## src/pkg/hgtp_defs.vh

```
// constants for the hdr gain and test pattern path
`ifndef HGTP_DEFS_VH
`define HGTP_DEFS_VH
// register addresses
`define HGTP_ADDR_HOLD  16'h0104
`define HGTP_ADDR_CGAIN 16'h212C
`define HGTP_ADDR_AGAIN 16'h0204
`define HGTP_ADDR_BASE  16'h3000
`define HGTP_ADDR_LAST  16'h3019
`define HGTP_ADDR_STAT  16'h301A
// shadowed register indexes
`define HGTP_NREG       28
`define HGTP_IDX_CGAIN  5'h00
`define HGTP_IDX_AGAIN  5'h01
`define HGTP_IDX_BASE   5'h02
`define HGTP_IDX_WB     5'h02
`define HGTP_IDX_OG     5'h0A
`define HGTP_IDX_SOLID  5'h12
`define HGTP_IDX_RAMP   5'h1A
`define HGTP_IDX_TPC    5'h1B
// reset values
`define HGTP_GAIN_HI_RST 8'h01
`define HGTP_TPC_RST     8'h20
// pattern control fields
`define HGTP_KIND_MSB   4
`define HGTP_MODE_LSB   5
`define HGTP_MODE_MSB   6
`define HGTP_MODE_STD   2'h0
`define HGTP_MODE_SAFE  2'h1
`define HGTP_MODE_RAMP  2'h2
`define HGTP_KIND_NONE  5'h00
`define HGTP_KIND_SOLID 5'h01
`define HGTP_KIND_BARS  5'h02
`define HGTP_KIND_FADE  5'h03
`define HGTP_KIND_HRAMP 5'h10
`define HGTP_KIND_VRAMP 5'h11
`define HGTP_KIND_DRAMP 5'h12
`define HGTP_KIND_PRBS  5'h13
`define HGTP_KIND_SMEAR 5'h14
// bayer channel codes
`define HGTP_CH_R       2'h1
`define HGTP_CH_B       2'h2
// timing and pixel constants
`define HGTP_CUTOFF_LINES 16'h009F
`define HGTP_FULL       12'hFFF
`define HGTP_BAR_LSB    8
`define HGTP_SMEAR_LO   12'h100
`define HGTP_SMEAR_HI   12'h1FF
`define HGTP_PRBS_SEED  28'h000_0001
`endif

```

## src/verilog/hgtp_path.v

```verilog
// gain, retiming and test pattern logic of the hdr pixel path
`default_nettype none
`include "hgtp_defs.vh"
// What this block does
// - one analog gain for all three exposures
// - long readout through x1 and x4 converters
// - merge both long streams into 12 bits
// - 8-bit gain register, low nibble coarse code
// - white balance gains and output gains
// - four 16-bit gains, one per bayer channel
// - gains are unsigned 8.8 fixed point
// - conversion gain register selects high/low gain
// - writes 159 lines before frame start apply
// - hold bit defers updates, release applies together
// - patterns injected per exposure before merge
// - three generator modes from mode field
// - safety-line ramp mode is reset default
// - hdr ramp over programmable number of lines
// - pattern control applies on standby-to-stream only
// - standard mode selects nine pattern kinds
// - smear replaces rectangle, passes rest through
// - eight full-scale bayer colour bars
// - fading bars, smooth left, quantized right half
// - quantized lsbs copy msbs, repeat 256 lines

////////////////////////////////////////////////////////////////
// pixel fifo, storage in flip-flops
module hgtp_fifo #(
	parameter WIDTH = 38,
	parameter DEPTH = 16,
	parameter AW    = 4
) (
	// clock and reset
	input  wire             clock,
	input  wire             resetn,
	// fill side
	input  wire             inValid,
	output wire             inReady,
	input  wire [WIDTH-1:0] inData,
	// drain side
	output wire             outValid,
	input  wire             outReady,
	output wire [WIDTH-1:0] outData
);
	reg  [WIDTH-1:0] mem [0:DEPTH-1];
	reg  [AW-1:0]    wrPtr;
	reg  [AW-1:0]    rdPtr;
	reg  [AW:0]      count;
	wire             doWr;
	wire             doRd;
	// full and empty straight from the fill count, sized to the counter
	assign inReady  = (count != DEPTH[AW:0]);
	assign outValid = (count != {(AW+1){1'b0}});
	assign outData  = mem[rdPtr];
	assign doWr     = inValid && inReady;
	assign doRd     = outValid && outReady;
	// pointers and count
	always @(posedge clock or negedge resetn) begin
		if (!resetn) begin
			wrPtr <= {AW{1'b0}};
			rdPtr <= {AW{1'b0}};
			count <= {(AW+1){1'b0}};
		end else begin
			if (doWr)
				wrPtr <= wrPtr + 1'b1;
			if (doRd)
				rdPtr <= rdPtr + 1'b1;
			if (doWr && !doRd)
				count <= count + 1'b1;
			else if (doRd && !doWr)
				count <= count - 1'b1;
		end
	end
	// storage has no reset, only written words are ever read
	always @(posedge clock) begin
		if (doWr)
			mem[wrPtr] <= inData;
	end
endmodule

////////////////////////////////////////////////////////////////
// top of the gain and pattern path
module hgtp_path (
	// clock and reset
	input  wire        clock,
	input  wire        resetn,
	// register port from the control interface
	input  wire        regWrEn,
	input  wire        regRdEn,
	input  wire [15:0] regAddr,
	input  wire [7:0]  regWrData,
	output reg  [7:0]  regRdData,
	// frame timing
	input  wire        frameStart,
	input  wire        lineStart,
	input  wire [15:0] frameLenLines,
	input  wire        streamOn,
	// analog controls
	output wire [3:0]  coarseGainCode,
	output wire        convGainHigh,
	// pixel input
	input  wire        pixValid,
	output wire        pixReady,
	input  wire [11:0] pixUnity,
	input  wire [11:0] pixQuad,
	input  wire [11:0] pixMedium,
	input  wire [11:0] pixShort,
	input  wire [1:0]  pixChan,
	input  wire [11:0] pixX,
	input  wire [11:0] pixY,
	input  wire        pixSafetyLine,
	// pixel output
	output wire        outValid,
	input  wire        outReady,
	output wire [11:0] outLong,
	output wire [11:0] outMedium,
	output wire [11:0] outShort,
	output wire [1:0]  outChan,
	// merged pixel gain stage
	input  wire        mergeValid,
	input  wire [11:0] mergeIn,
	input  wire [1:0]  mergeChan,
	output reg         mergeOutValid,
	output reg  [11:0] mergeOut
);
	reg  [7:0]  pendReg  [0:`HGTP_NREG-1];
	reg  [7:0]  stageReg [0:`HGTP_NREG-1];
	reg  [7:0]  liveReg  [0:`HGTP_NREG-1];
	reg  [7:0]  holdReg;
	reg         stageValid;
	reg         streamPrev;
	reg  [15:0] lineInFrame;
	reg  [27:0] prbs;
	reg  [11:0] patVal;
	reg         patOn;
	reg  [11:0] fadeVal;
	reg         barOn;
	integer     i;
	wire [5:0]  decode;
	wire        wrHit;
	wire        cutoff;
	wire        streamRise;
	wire        pixTake;
	wire [7:0]  tpc;
	wire [1:0]  tpMode;
	wire [4:0]  tpKind;
	wire [4:0]  wbIdx;
	wire [4:0]  ogIdx;
	wire [4:0]  solIdx;
	wire [11:0] solidVal;
	wire [11:0] longMerged;
	wire [11:0] longSel;
	wire [11:0] medSel;
	wire [11:0] shortSel;
	wire [15:0] wbGain;
	wire        inRect;
	wire [11:0] diag;
	wire [11:0] fadeQuant;
	// address to shadow index, bit 5 marks a hit
	function [5:0] addrIdx;
		input [15:0] a;
		reg   [15:0] off;
		begin
			off = a - `HGTP_ADDR_BASE;
			if (a == `HGTP_ADDR_CGAIN)
				addrIdx = {1'b1, `HGTP_IDX_CGAIN};
			else if (a == `HGTP_ADDR_AGAIN)
				addrIdx = {1'b1, `HGTP_IDX_AGAIN};
			else if (a >= `HGTP_ADDR_BASE && a <= `HGTP_ADDR_LAST)
				addrIdx = {1'b1, off[4:0] + `HGTP_IDX_BASE};
			else
				addrIdx = 6'h00;
		end
	endfunction
	// 8.8 gain, saturating to the 12-bit range
	function [11:0] applyGain;
		input [11:0] v;
		input [15:0] g;
		reg   [27:0] p;
		begin
			p = v * g;
			if (|p[27:20])
				applyGain = `HGTP_FULL;
			else
				applyGain = p[19:8];
		end
	endfunction
	assign decode = addrIdx(regAddr);
	assign wrHit  = regWrEn && decode[5];

	////////////////////////////////////////////////////////////
	// frame retiming: pending -> staged at cutoff -> live at frame start
	assign cutoff = lineStart &&
		(lineInFrame == frameLenLines - `HGTP_CUTOFF_LINES);
	assign streamRise = streamOn && !streamPrev;

	// line counter restarts on every frame start
	always @(posedge clock or negedge resetn) begin
		if (!resetn) begin
			lineInFrame <= 16'h0000;
			streamPrev  <= 1'b0;
		end else begin
			streamPrev <= streamOn;
			if (frameStart)
				lineInFrame <= 16'h0000;
			else if (lineStart)
				lineInFrame <= lineInFrame + 16'h0001;
		end
	end

	// register file with its three copies
	always @(posedge clock or negedge resetn) begin
		if (!resetn) begin
			holdReg    <= 8'h00;
			stageValid <= 1'b0;
			for (i = 0; i < `HGTP_NREG; i = i + 1) begin
				pendReg[i]  <= 8'h00;
				stageReg[i] <= 8'h00;
				liveReg[i]  <= 8'h00;
			end
			// unity digital gains out of reset
			for (i = 0; i < 8; i = i + 2) begin
				pendReg[`HGTP_IDX_WB+i]  <= `HGTP_GAIN_HI_RST;
				stageReg[`HGTP_IDX_WB+i] <= `HGTP_GAIN_HI_RST;
				liveReg[`HGTP_IDX_WB+i]  <= `HGTP_GAIN_HI_RST;
				pendReg[`HGTP_IDX_OG+i]  <= `HGTP_GAIN_HI_RST;
				stageReg[`HGTP_IDX_OG+i] <= `HGTP_GAIN_HI_RST;
				liveReg[`HGTP_IDX_OG+i]  <= `HGTP_GAIN_HI_RST;
			end
			pendReg[`HGTP_IDX_TPC] <= `HGTP_TPC_RST;
			liveReg[`HGTP_IDX_TPC] <= `HGTP_TPC_RST;
		end else begin
			if (regWrEn && regAddr == `HGTP_ADDR_HOLD)
				holdReg <= regWrData;
			if (wrHit)
				pendReg[decode[4:0]] <= regWrData;
			// hold bit freezes the whole set until released
			if (cutoff && !holdReg[0]) begin
				stageValid <= 1'b1;
				for (i = 0; i < `HGTP_IDX_TPC; i = i + 1)
					stageReg[i] <= pendReg[i];
			end else if (frameStart && stageValid) begin
				stageValid <= 1'b0;
			end
			if (frameStart && stageValid) begin
				for (i = 0; i < `HGTP_IDX_TPC; i = i + 1)
					liveReg[i] <= stageReg[i];
			end
			// pattern control only moves on entering video_out_state
			if (streamRise)
				liveReg[`HGTP_IDX_TPC] <= pendReg[`HGTP_IDX_TPC];
		end
	end

	// readback of pending values and block status
	always @(posedge clock or negedge resetn) begin
		if (!resetn) begin
			regRdData <= 8'h00;
		end else if (regRdEn) begin
			if (regAddr == `HGTP_ADDR_HOLD)
				regRdData <= holdReg;
			else if (regAddr == `HGTP_ADDR_STAT)
				regRdData <= {6'h00, streamPrev, stageValid};
			else if (decode[5])
				regRdData <= pendReg[decode[4:0]];
			else
				regRdData <= 8'h00;
		end
	end

	////////////////////////////////////////////////////////////
	// analog controls, one code for all exposures
	assign coarseGainCode = liveReg[`HGTP_IDX_AGAIN][3:0];
	assign convGainHigh   = liveReg[`HGTP_IDX_CGAIN][0];

	// x4 stream is used until it clips, then unity takes over
	assign longMerged = (pixQuad != `HGTP_FULL) ?
		{2'b00, pixQuad[11:2]} : pixUnity;

	////////////////////////////////////////////////////////////
	// test pattern generator
	assign tpc      = liveReg[`HGTP_IDX_TPC];
	assign tpMode   = tpc[`HGTP_MODE_MSB:`HGTP_MODE_LSB];
	assign tpKind   = tpc[`HGTP_KIND_MSB:0];
	assign solIdx   = `HGTP_IDX_SOLID + {2'b00, pixChan, 1'b0};
	assign solidVal = {liveReg[solIdx][3:0], liveReg[solIdx+5'h01]};
	assign diag     = pixX + pixY;
	assign pixTake  = pixValid && pixReady;
	assign inRect   = pixX >= `HGTP_SMEAR_LO && pixX <= `HGTP_SMEAR_HI &&
		pixY >= `HGTP_SMEAR_LO && pixY <= `HGTP_SMEAR_HI;
	// lsbs refilled from msbs so flat fields keep full swing
	assign fadeQuant = {fadeVal[11:6], fadeVal[11:6]};

	// prbs restarts from the same seed at every frame
	always @(posedge clock or negedge resetn) begin
		if (!resetn)
			prbs <= `HGTP_PRBS_SEED;
		else if (frameStart)
			prbs <= `HGTP_PRBS_SEED;
		else if (pixTake)
			prbs <= {prbs[26:0], prbs[27] ^ prbs[24]};
	end

	// bar colour from bar index and bayer channel
	always @* begin
		case (pixChan)
			`HGTP_CH_R: barOn = ~pixX[`HGTP_BAR_LSB+1];
			`HGTP_CH_B: barOn = ~pixX[`HGTP_BAR_LSB];
			default:    barOn = ~pixX[`HGTP_BAR_LSB+2];
		endcase
		// fade toward mid grey over 256 lines
		if (barOn)
			fadeVal = `HGTP_FULL - {1'b0, pixY[7:0], 3'h0};
		else
			fadeVal = {1'b0, pixY[7:0], 3'h0};
	end

	// pattern value and whether it replaces the image
	always @* begin
		patOn  = 1'b0;
		patVal = 12'h000;
		case (tpMode)
			`HGTP_MODE_SAFE: begin
				patOn  = pixSafetyLine;
				patVal = pixX;
			end
			`HGTP_MODE_RAMP: begin
				patOn  = pixY < {4'h0, liveReg[`HGTP_IDX_RAMP]};
				patVal = pixX;
			end
			`HGTP_MODE_STD: begin
				patOn = 1'b1;
				case (tpKind)
					`HGTP_KIND_SOLID: patVal = solidVal;
					`HGTP_KIND_BARS:
						patVal = barOn ? `HGTP_FULL : 12'h000;
					`HGTP_KIND_FADE:
						patVal = pixX[`HGTP_BAR_LSB-1] ? fadeQuant : fadeVal;
					`HGTP_KIND_HRAMP: patVal = pixX;
					`HGTP_KIND_VRAMP: patVal = pixY;
					`HGTP_KIND_DRAMP: patVal = diag;
					`HGTP_KIND_PRBS:  patVal = prbs[11:0];
					`HGTP_KIND_SMEAR: begin
						patOn  = inRect;
						patVal = solidVal;
					end
					default: patOn = 1'b0;
				endcase
			end
			default: patOn = 1'b0;
		endcase
	end

	// injection into each exposure path ahead of the merge
	assign longSel  = patOn ? patVal : longMerged;
	assign medSel   = patOn ? patVal : pixMedium;
	assign shortSel = patOn ? patVal : pixShort;

	////////////////////////////////////////////////////////////
	// white balance gain on long and medium, then buffering
	assign wbIdx  = `HGTP_IDX_WB + {2'b00, pixChan, 1'b0};
	assign wbGain = {liveReg[wbIdx], liveReg[wbIdx+5'h01]};

	// a full fifo stalls the pixel source
	hgtp_fifo #(
		.WIDTH (38),
		.DEPTH (16),
		.AW    (4)
	) pixFifo (
		.clock    (clock),
		.resetn   (resetn),
		.inValid  (pixValid),
		.inReady  (pixReady),
		.inData   ({applyGain(longSel, wbGain),
			applyGain(medSel, wbGain), shortSel, pixChan}),
		.outValid (outValid),
		.outReady (outReady),
		.outData  ({outLong, outMedium, outShort, outChan})
	);

	// output gain stage on the merged pixel
	assign ogIdx = `HGTP_IDX_OG + {2'b00, mergeChan, 1'b0};
	always @(posedge clock or negedge resetn) begin
		if (!resetn) begin
			mergeOutValid <= 1'b0;
			mergeOut      <= 12'h000;
		end else begin
			mergeOutValid <= mergeValid;
			if (mergeValid)
				mergeOut <= applyGain(mergeIn,
					{liveReg[ogIdx], liveReg[ogIdx+5'h01]});
		end
	end
endmodule
`default_nettype wire

```

## config.mk

```make
export PLATFORM = sky130hd
export DESIGN_NAME = hgtp_path
export DESIGN_NICKNAME = d
export VERILOG_FILES = /design/src/verilog/hgtp_path.v
export VERILOG_INCLUDE_DIRS = /design/src /design/src/pkg
export SDC_FILE = /design/constraint.sdc
export NUM_CORES = 2
export LEC_CHECK = 0
export BUFFER_PORTS_ARGS = -buffer_cell sky130_fd_sc_hd__buf_2
export CAP_MARGIN = 40
export CELL_PAD_IN_SITES_DETAIL_PLACEMENT = 0
export CELL_PAD_IN_SITES_GLOBAL_PLACEMENT = 1
export CORE_MARGIN = 4
export CORE_UTILIZATION = 53
export CTS_BUF_LIST = sky130_fd_sc_hd__clkbuf_8 sky130_fd_sc_hd__clkbuf_16
export DETAILED_ROUTE_END_ITERATION = 8
export PLACE_DENSITY = 0.77
export SLEW_MARGIN = 5
export SYNTH_ARGS = -nofsm -noshare
export SYNTH_HDL_FRONTEND = slang
export SYNTH_SLANG_ARGS = --single-unit
```

## constraint.sdc

```tcl
create_clock -name clock -period 9.3 [get_ports clock]
set_clock_uncertainty 0.2 [all_clocks]
set_input_delay 0.93 -clock clock [delete_from_list [all_inputs] [get_ports clock]]
set_output_delay 0.93 -clock clock [all_outputs]
set_load 0.01 [all_outputs]
```

==> impl_metrics.env <==
export IMPL_cpPeakStageDelay_ns=0.56
export IMPL_final_area_sq_um=86700
export IMPL_netlist_area_sq_um=76500
export IMPL_r2r_start="tpc[4]"
export IMPL_yosys_warnings=0
export IMPL_cts_max_level=4
export IMPL_whs_ns=0.102
export IMPL_pwr_density_cell_nw_per_um2=172
export IMPL_synthCells=5817
export IMPL_core_area_sq_um=143000
export IMPL_synth_largest_area_cell="edfxtp_1"
export IMPL_slowest_stage="fa_1"
export IMPL_vias=49000
export IMPL_cts_tree="done"
export IMPL_vias_per_cell=5.98
export IMPL_avgSynthCellArea_sq_um=13.1
export IMPL_power_leakage_uw=0.0390
export IMPL_grt_overflow=0
export IMPL_hold_path_class="input pin to register"
export IMPL_synth_area_top_cells="edfxtp_1, dfrtp_1, fa_1"
export IMPL_synth_compound_area_share_pct=5.40
export IMPL_clockBufferDepth=3
export IMPL_die_w_um=388
export IMPL_required_ns=9.62
export IMPL_fp_dieArea_sq_um=150000
export IMPL_antenna_found_initial=3
export IMPL_netlist_area_leader_share_pct=23.9
export IMPL_synthAdderAreaFrac_pct=14.6
export IMPL_slew_violations=0
export IMPL_netlist_top_cells_count="dfrtp_1, mux2_2, edfxtp_1"
export IMPL_synth_most_common_cell="dfrtp_1"
export IMPL_synth_simple_area_share_pct=7.60
export IMPL_drt_total_wl_um=208000
export IMPL_pin_count=205
export IMPL_areaGrowthSynthToFinish_pct=13.3
export IMPL_numCtsBuffers=142
export IMPL_avgRoutedWirePerCell_um=25.4
export IMPL_fmax_mhz=114
export IMPL_r2r_setup_slack_ns=0.53
export IMPL_cp_end_kind="register"
export IMPL_rows=139
export IMPL_yosysSeqAreaShare_pct=48.3
export IMPL_crit_arrival_ns=9.12
export IMPL_path_max_fanout=16
export IMPL_holdPathEnd="streamPrev"
export IMPL_cts_sinks=1352
export IMPL_yosys_register_bits=1352
export IMPL_clk_latency_ns=0.78
export IMPL_place_area_sq_um=81900
export IMPL_dr_pass1_iters=5
export IMPL_syn_nets=6599
export IMPL_synth_mux_area_share_pct=18.6
export IMPL_cp_start_kind="input pin"
export IMPL_drive_gt1_share_pct=28.9
export IMPL_hold_depth=1
export IMPL_drtIter0Drc=3947
export IMPL_reg2reg_to="pixFifo.mem[6][19]"
export IMPL_synth_ff_type="dfrtp_1"
export IMPL_reg2regPathDepth=30
export IMPL_setup_viol=0
export IMPL_synthXorXnorAreaFrac_pct=1.31
export IMPL_grt_pass1_vias=51600
export IMPL_nets=6969
export IMPL_cts_reportedPaths_clkPinSlew_ns=0.06
export IMPL_cts_root_buf="clkbuf_16"
export IMPL_ir_worst_vdd_v=0.000344
export IMPL_synth_enable_flop_cells=608
export IMPL_grt_use_total_pct=28.2
export IMPL_hold_violations=0
export IMPL_die_h_um=388
export IMPL_period_share_pct=94.7
export IMPL_period_needed_ns=8.80
export IMPL_portBuffers=204
export IMPL_dp_hpwl_um=146000
export IMPL_ant_nets=0
export IMPL_ys_types=79
export IMPL_grt_pass1_wl_um=322000
export IMPL_worstMarginPinSlew_ns=1.35
export IMPL_async_reset_ff_share_pct=55.0
export IMPL_hp_start="streamOn"
export IMPL_outcome="finished, final reports clean"
export IMPL_grt_max_degree=180
export IMPL_drc=0
export IMPL_routabilityCongestion=0.912
export IMPL_path_class="input pin to register"
export IMPL_rsz0062_at_grt="false"
export IMPL_maxCapViolations=0
export IMPL_initial_core_util_pct=53.3
export IMPL_synth_top_family_by_area="multiplexers"
export IMPL_slew_headroom_pct=10.3
per-stage QoR:
step / utilization (%) / std cells / setup TNS (ns) / power (uW) / setup slack (ns)
CTS: 60.4 / 8196 / 0 / 15100 / 0.614
global route: 60.4 / 8198 / 0 / 15500 / 0.0131
global placement: 56.8 / 7908 / -39.78 / 9330 / -0.165
detailed placement: 57.1 / 7943 / -47.25 / 9400 / -0.174
floorplan: - / 5817 / 0 / 8380 / 0.0158
finish: 60.4 / 8201 / 0 / 14900 / 0.497
metal layers:
| layer | routed length [um] | up-vias | global-route usage [%] |
|---|---|---|---|
| li1 | - | 21400 | - |
| met1 | 85700 | 25600 | 38.5 |
| met2 | 101000 | 1745 | 46.1 |
| met3 | 12700 | 323 | 4.15 |
| met4 | 8270 | 0 | 10.6 |
| met5 | 0 | - | 0 |
cell usage in the layout, fill, tap and decap left out, types with 21 or more instances in the layout:
cell       instances
ha_1             221
buf_4            304
mux2i_1           29
edfxtp_1         608
nor2b_1           21
o22a_1            30
mux2_2           695
clkbuf_16        147
and3_1            46
nand3_1           70
mux4_2           269
xor2_1            49
dfstp_2           27
a21o_1            65
o31ai_1           21
inv_1            553
nor2_1           171
o21ai_0           94
nand4_1           50
a21oi_1          152
xnor2_1           65
nor3_1            44
buf_2            202
dfrtp_1          713
fa_1             419
o221ai_1          31
and2_1           151
nand2_1          592
o22ai_1           34
power breakdown:
part	internal [uW]	switching [uW]
clock	3240	2400
combinational	1140	1420
sequential	6520	165
total	10900	3990
worst max path at each step:
stage               cells after the start  slack [ns]            endpoint  startpoint
floorplan                              38        0.02  pixFifo.mem[0][36]  pixChan[0]
global placement                       35       -0.17  pixFifo.mem[4][28]     pixX[0]
detailed placement                     36       -0.17  pixFifo.mem[4][28]     pixX[0]
CTS                                    30        0.61  pixFifo.mem[6][19]      tpc[4]
global route                           36        0.01  pixFifo.mem[7][19]     pixX[0]
finish                                 33        0.50  pixFifo.mem[6][28]  pixChan[0]
sequential cells by signal, summed over array words and instances (netlist names), 5 cells and up:
register,cells
prbs,28
tpc,8
stageReg,212
regRdData,8
pixFifo.mem,608
mergeOut,12
lineInFrame,16
liveReg,207
pixFifo.count,5
holdReg,8
pendReg,224
area by class of cell:
type / instances / area [sq um]
Tap cell: 1903 / 2380
Clock buffer: 166 / 3940
Multi-Input combinational cell: 3616 / 36600
Sequential cell: 1352 / 36900
Clock inverter: 86 / 764
Antenna cell: 3 / 7.51
Timing Repair Buffer: 550 / 4080
Fill cell: 11300 / 56800
Inverter: 525 / 1970
repair_timing:
item / 4_1_cts / 5_1_grt
hold buffers: 1 / 0
endpoints found under the hold margin: 70 / 0
resized for setup: 0 / 2
endpoints found under the setup margin: 0 / 290
buffers inserted: 0 / 2
critical path: cells and delay by family:
family	cells	cell delay, ns
adders and majority gates	7	3.09
AOI/OAI and AO/OA	9	1.92
buffers and inverters	9	1.54
and+or+nand+nor	6	1.18
muxes	2	0.43
kinds of logic after synthesis:
kind of cell,Yosys count
DFF,1352
and+or+nand+nor,1254
muxes,994
buffers and inverters,849
adders and majority gates,643
AOI/OAI and AO/OA,611
xor gates and xnor gates,114
No activity file was read; power rests on OpenSTA's default activity.
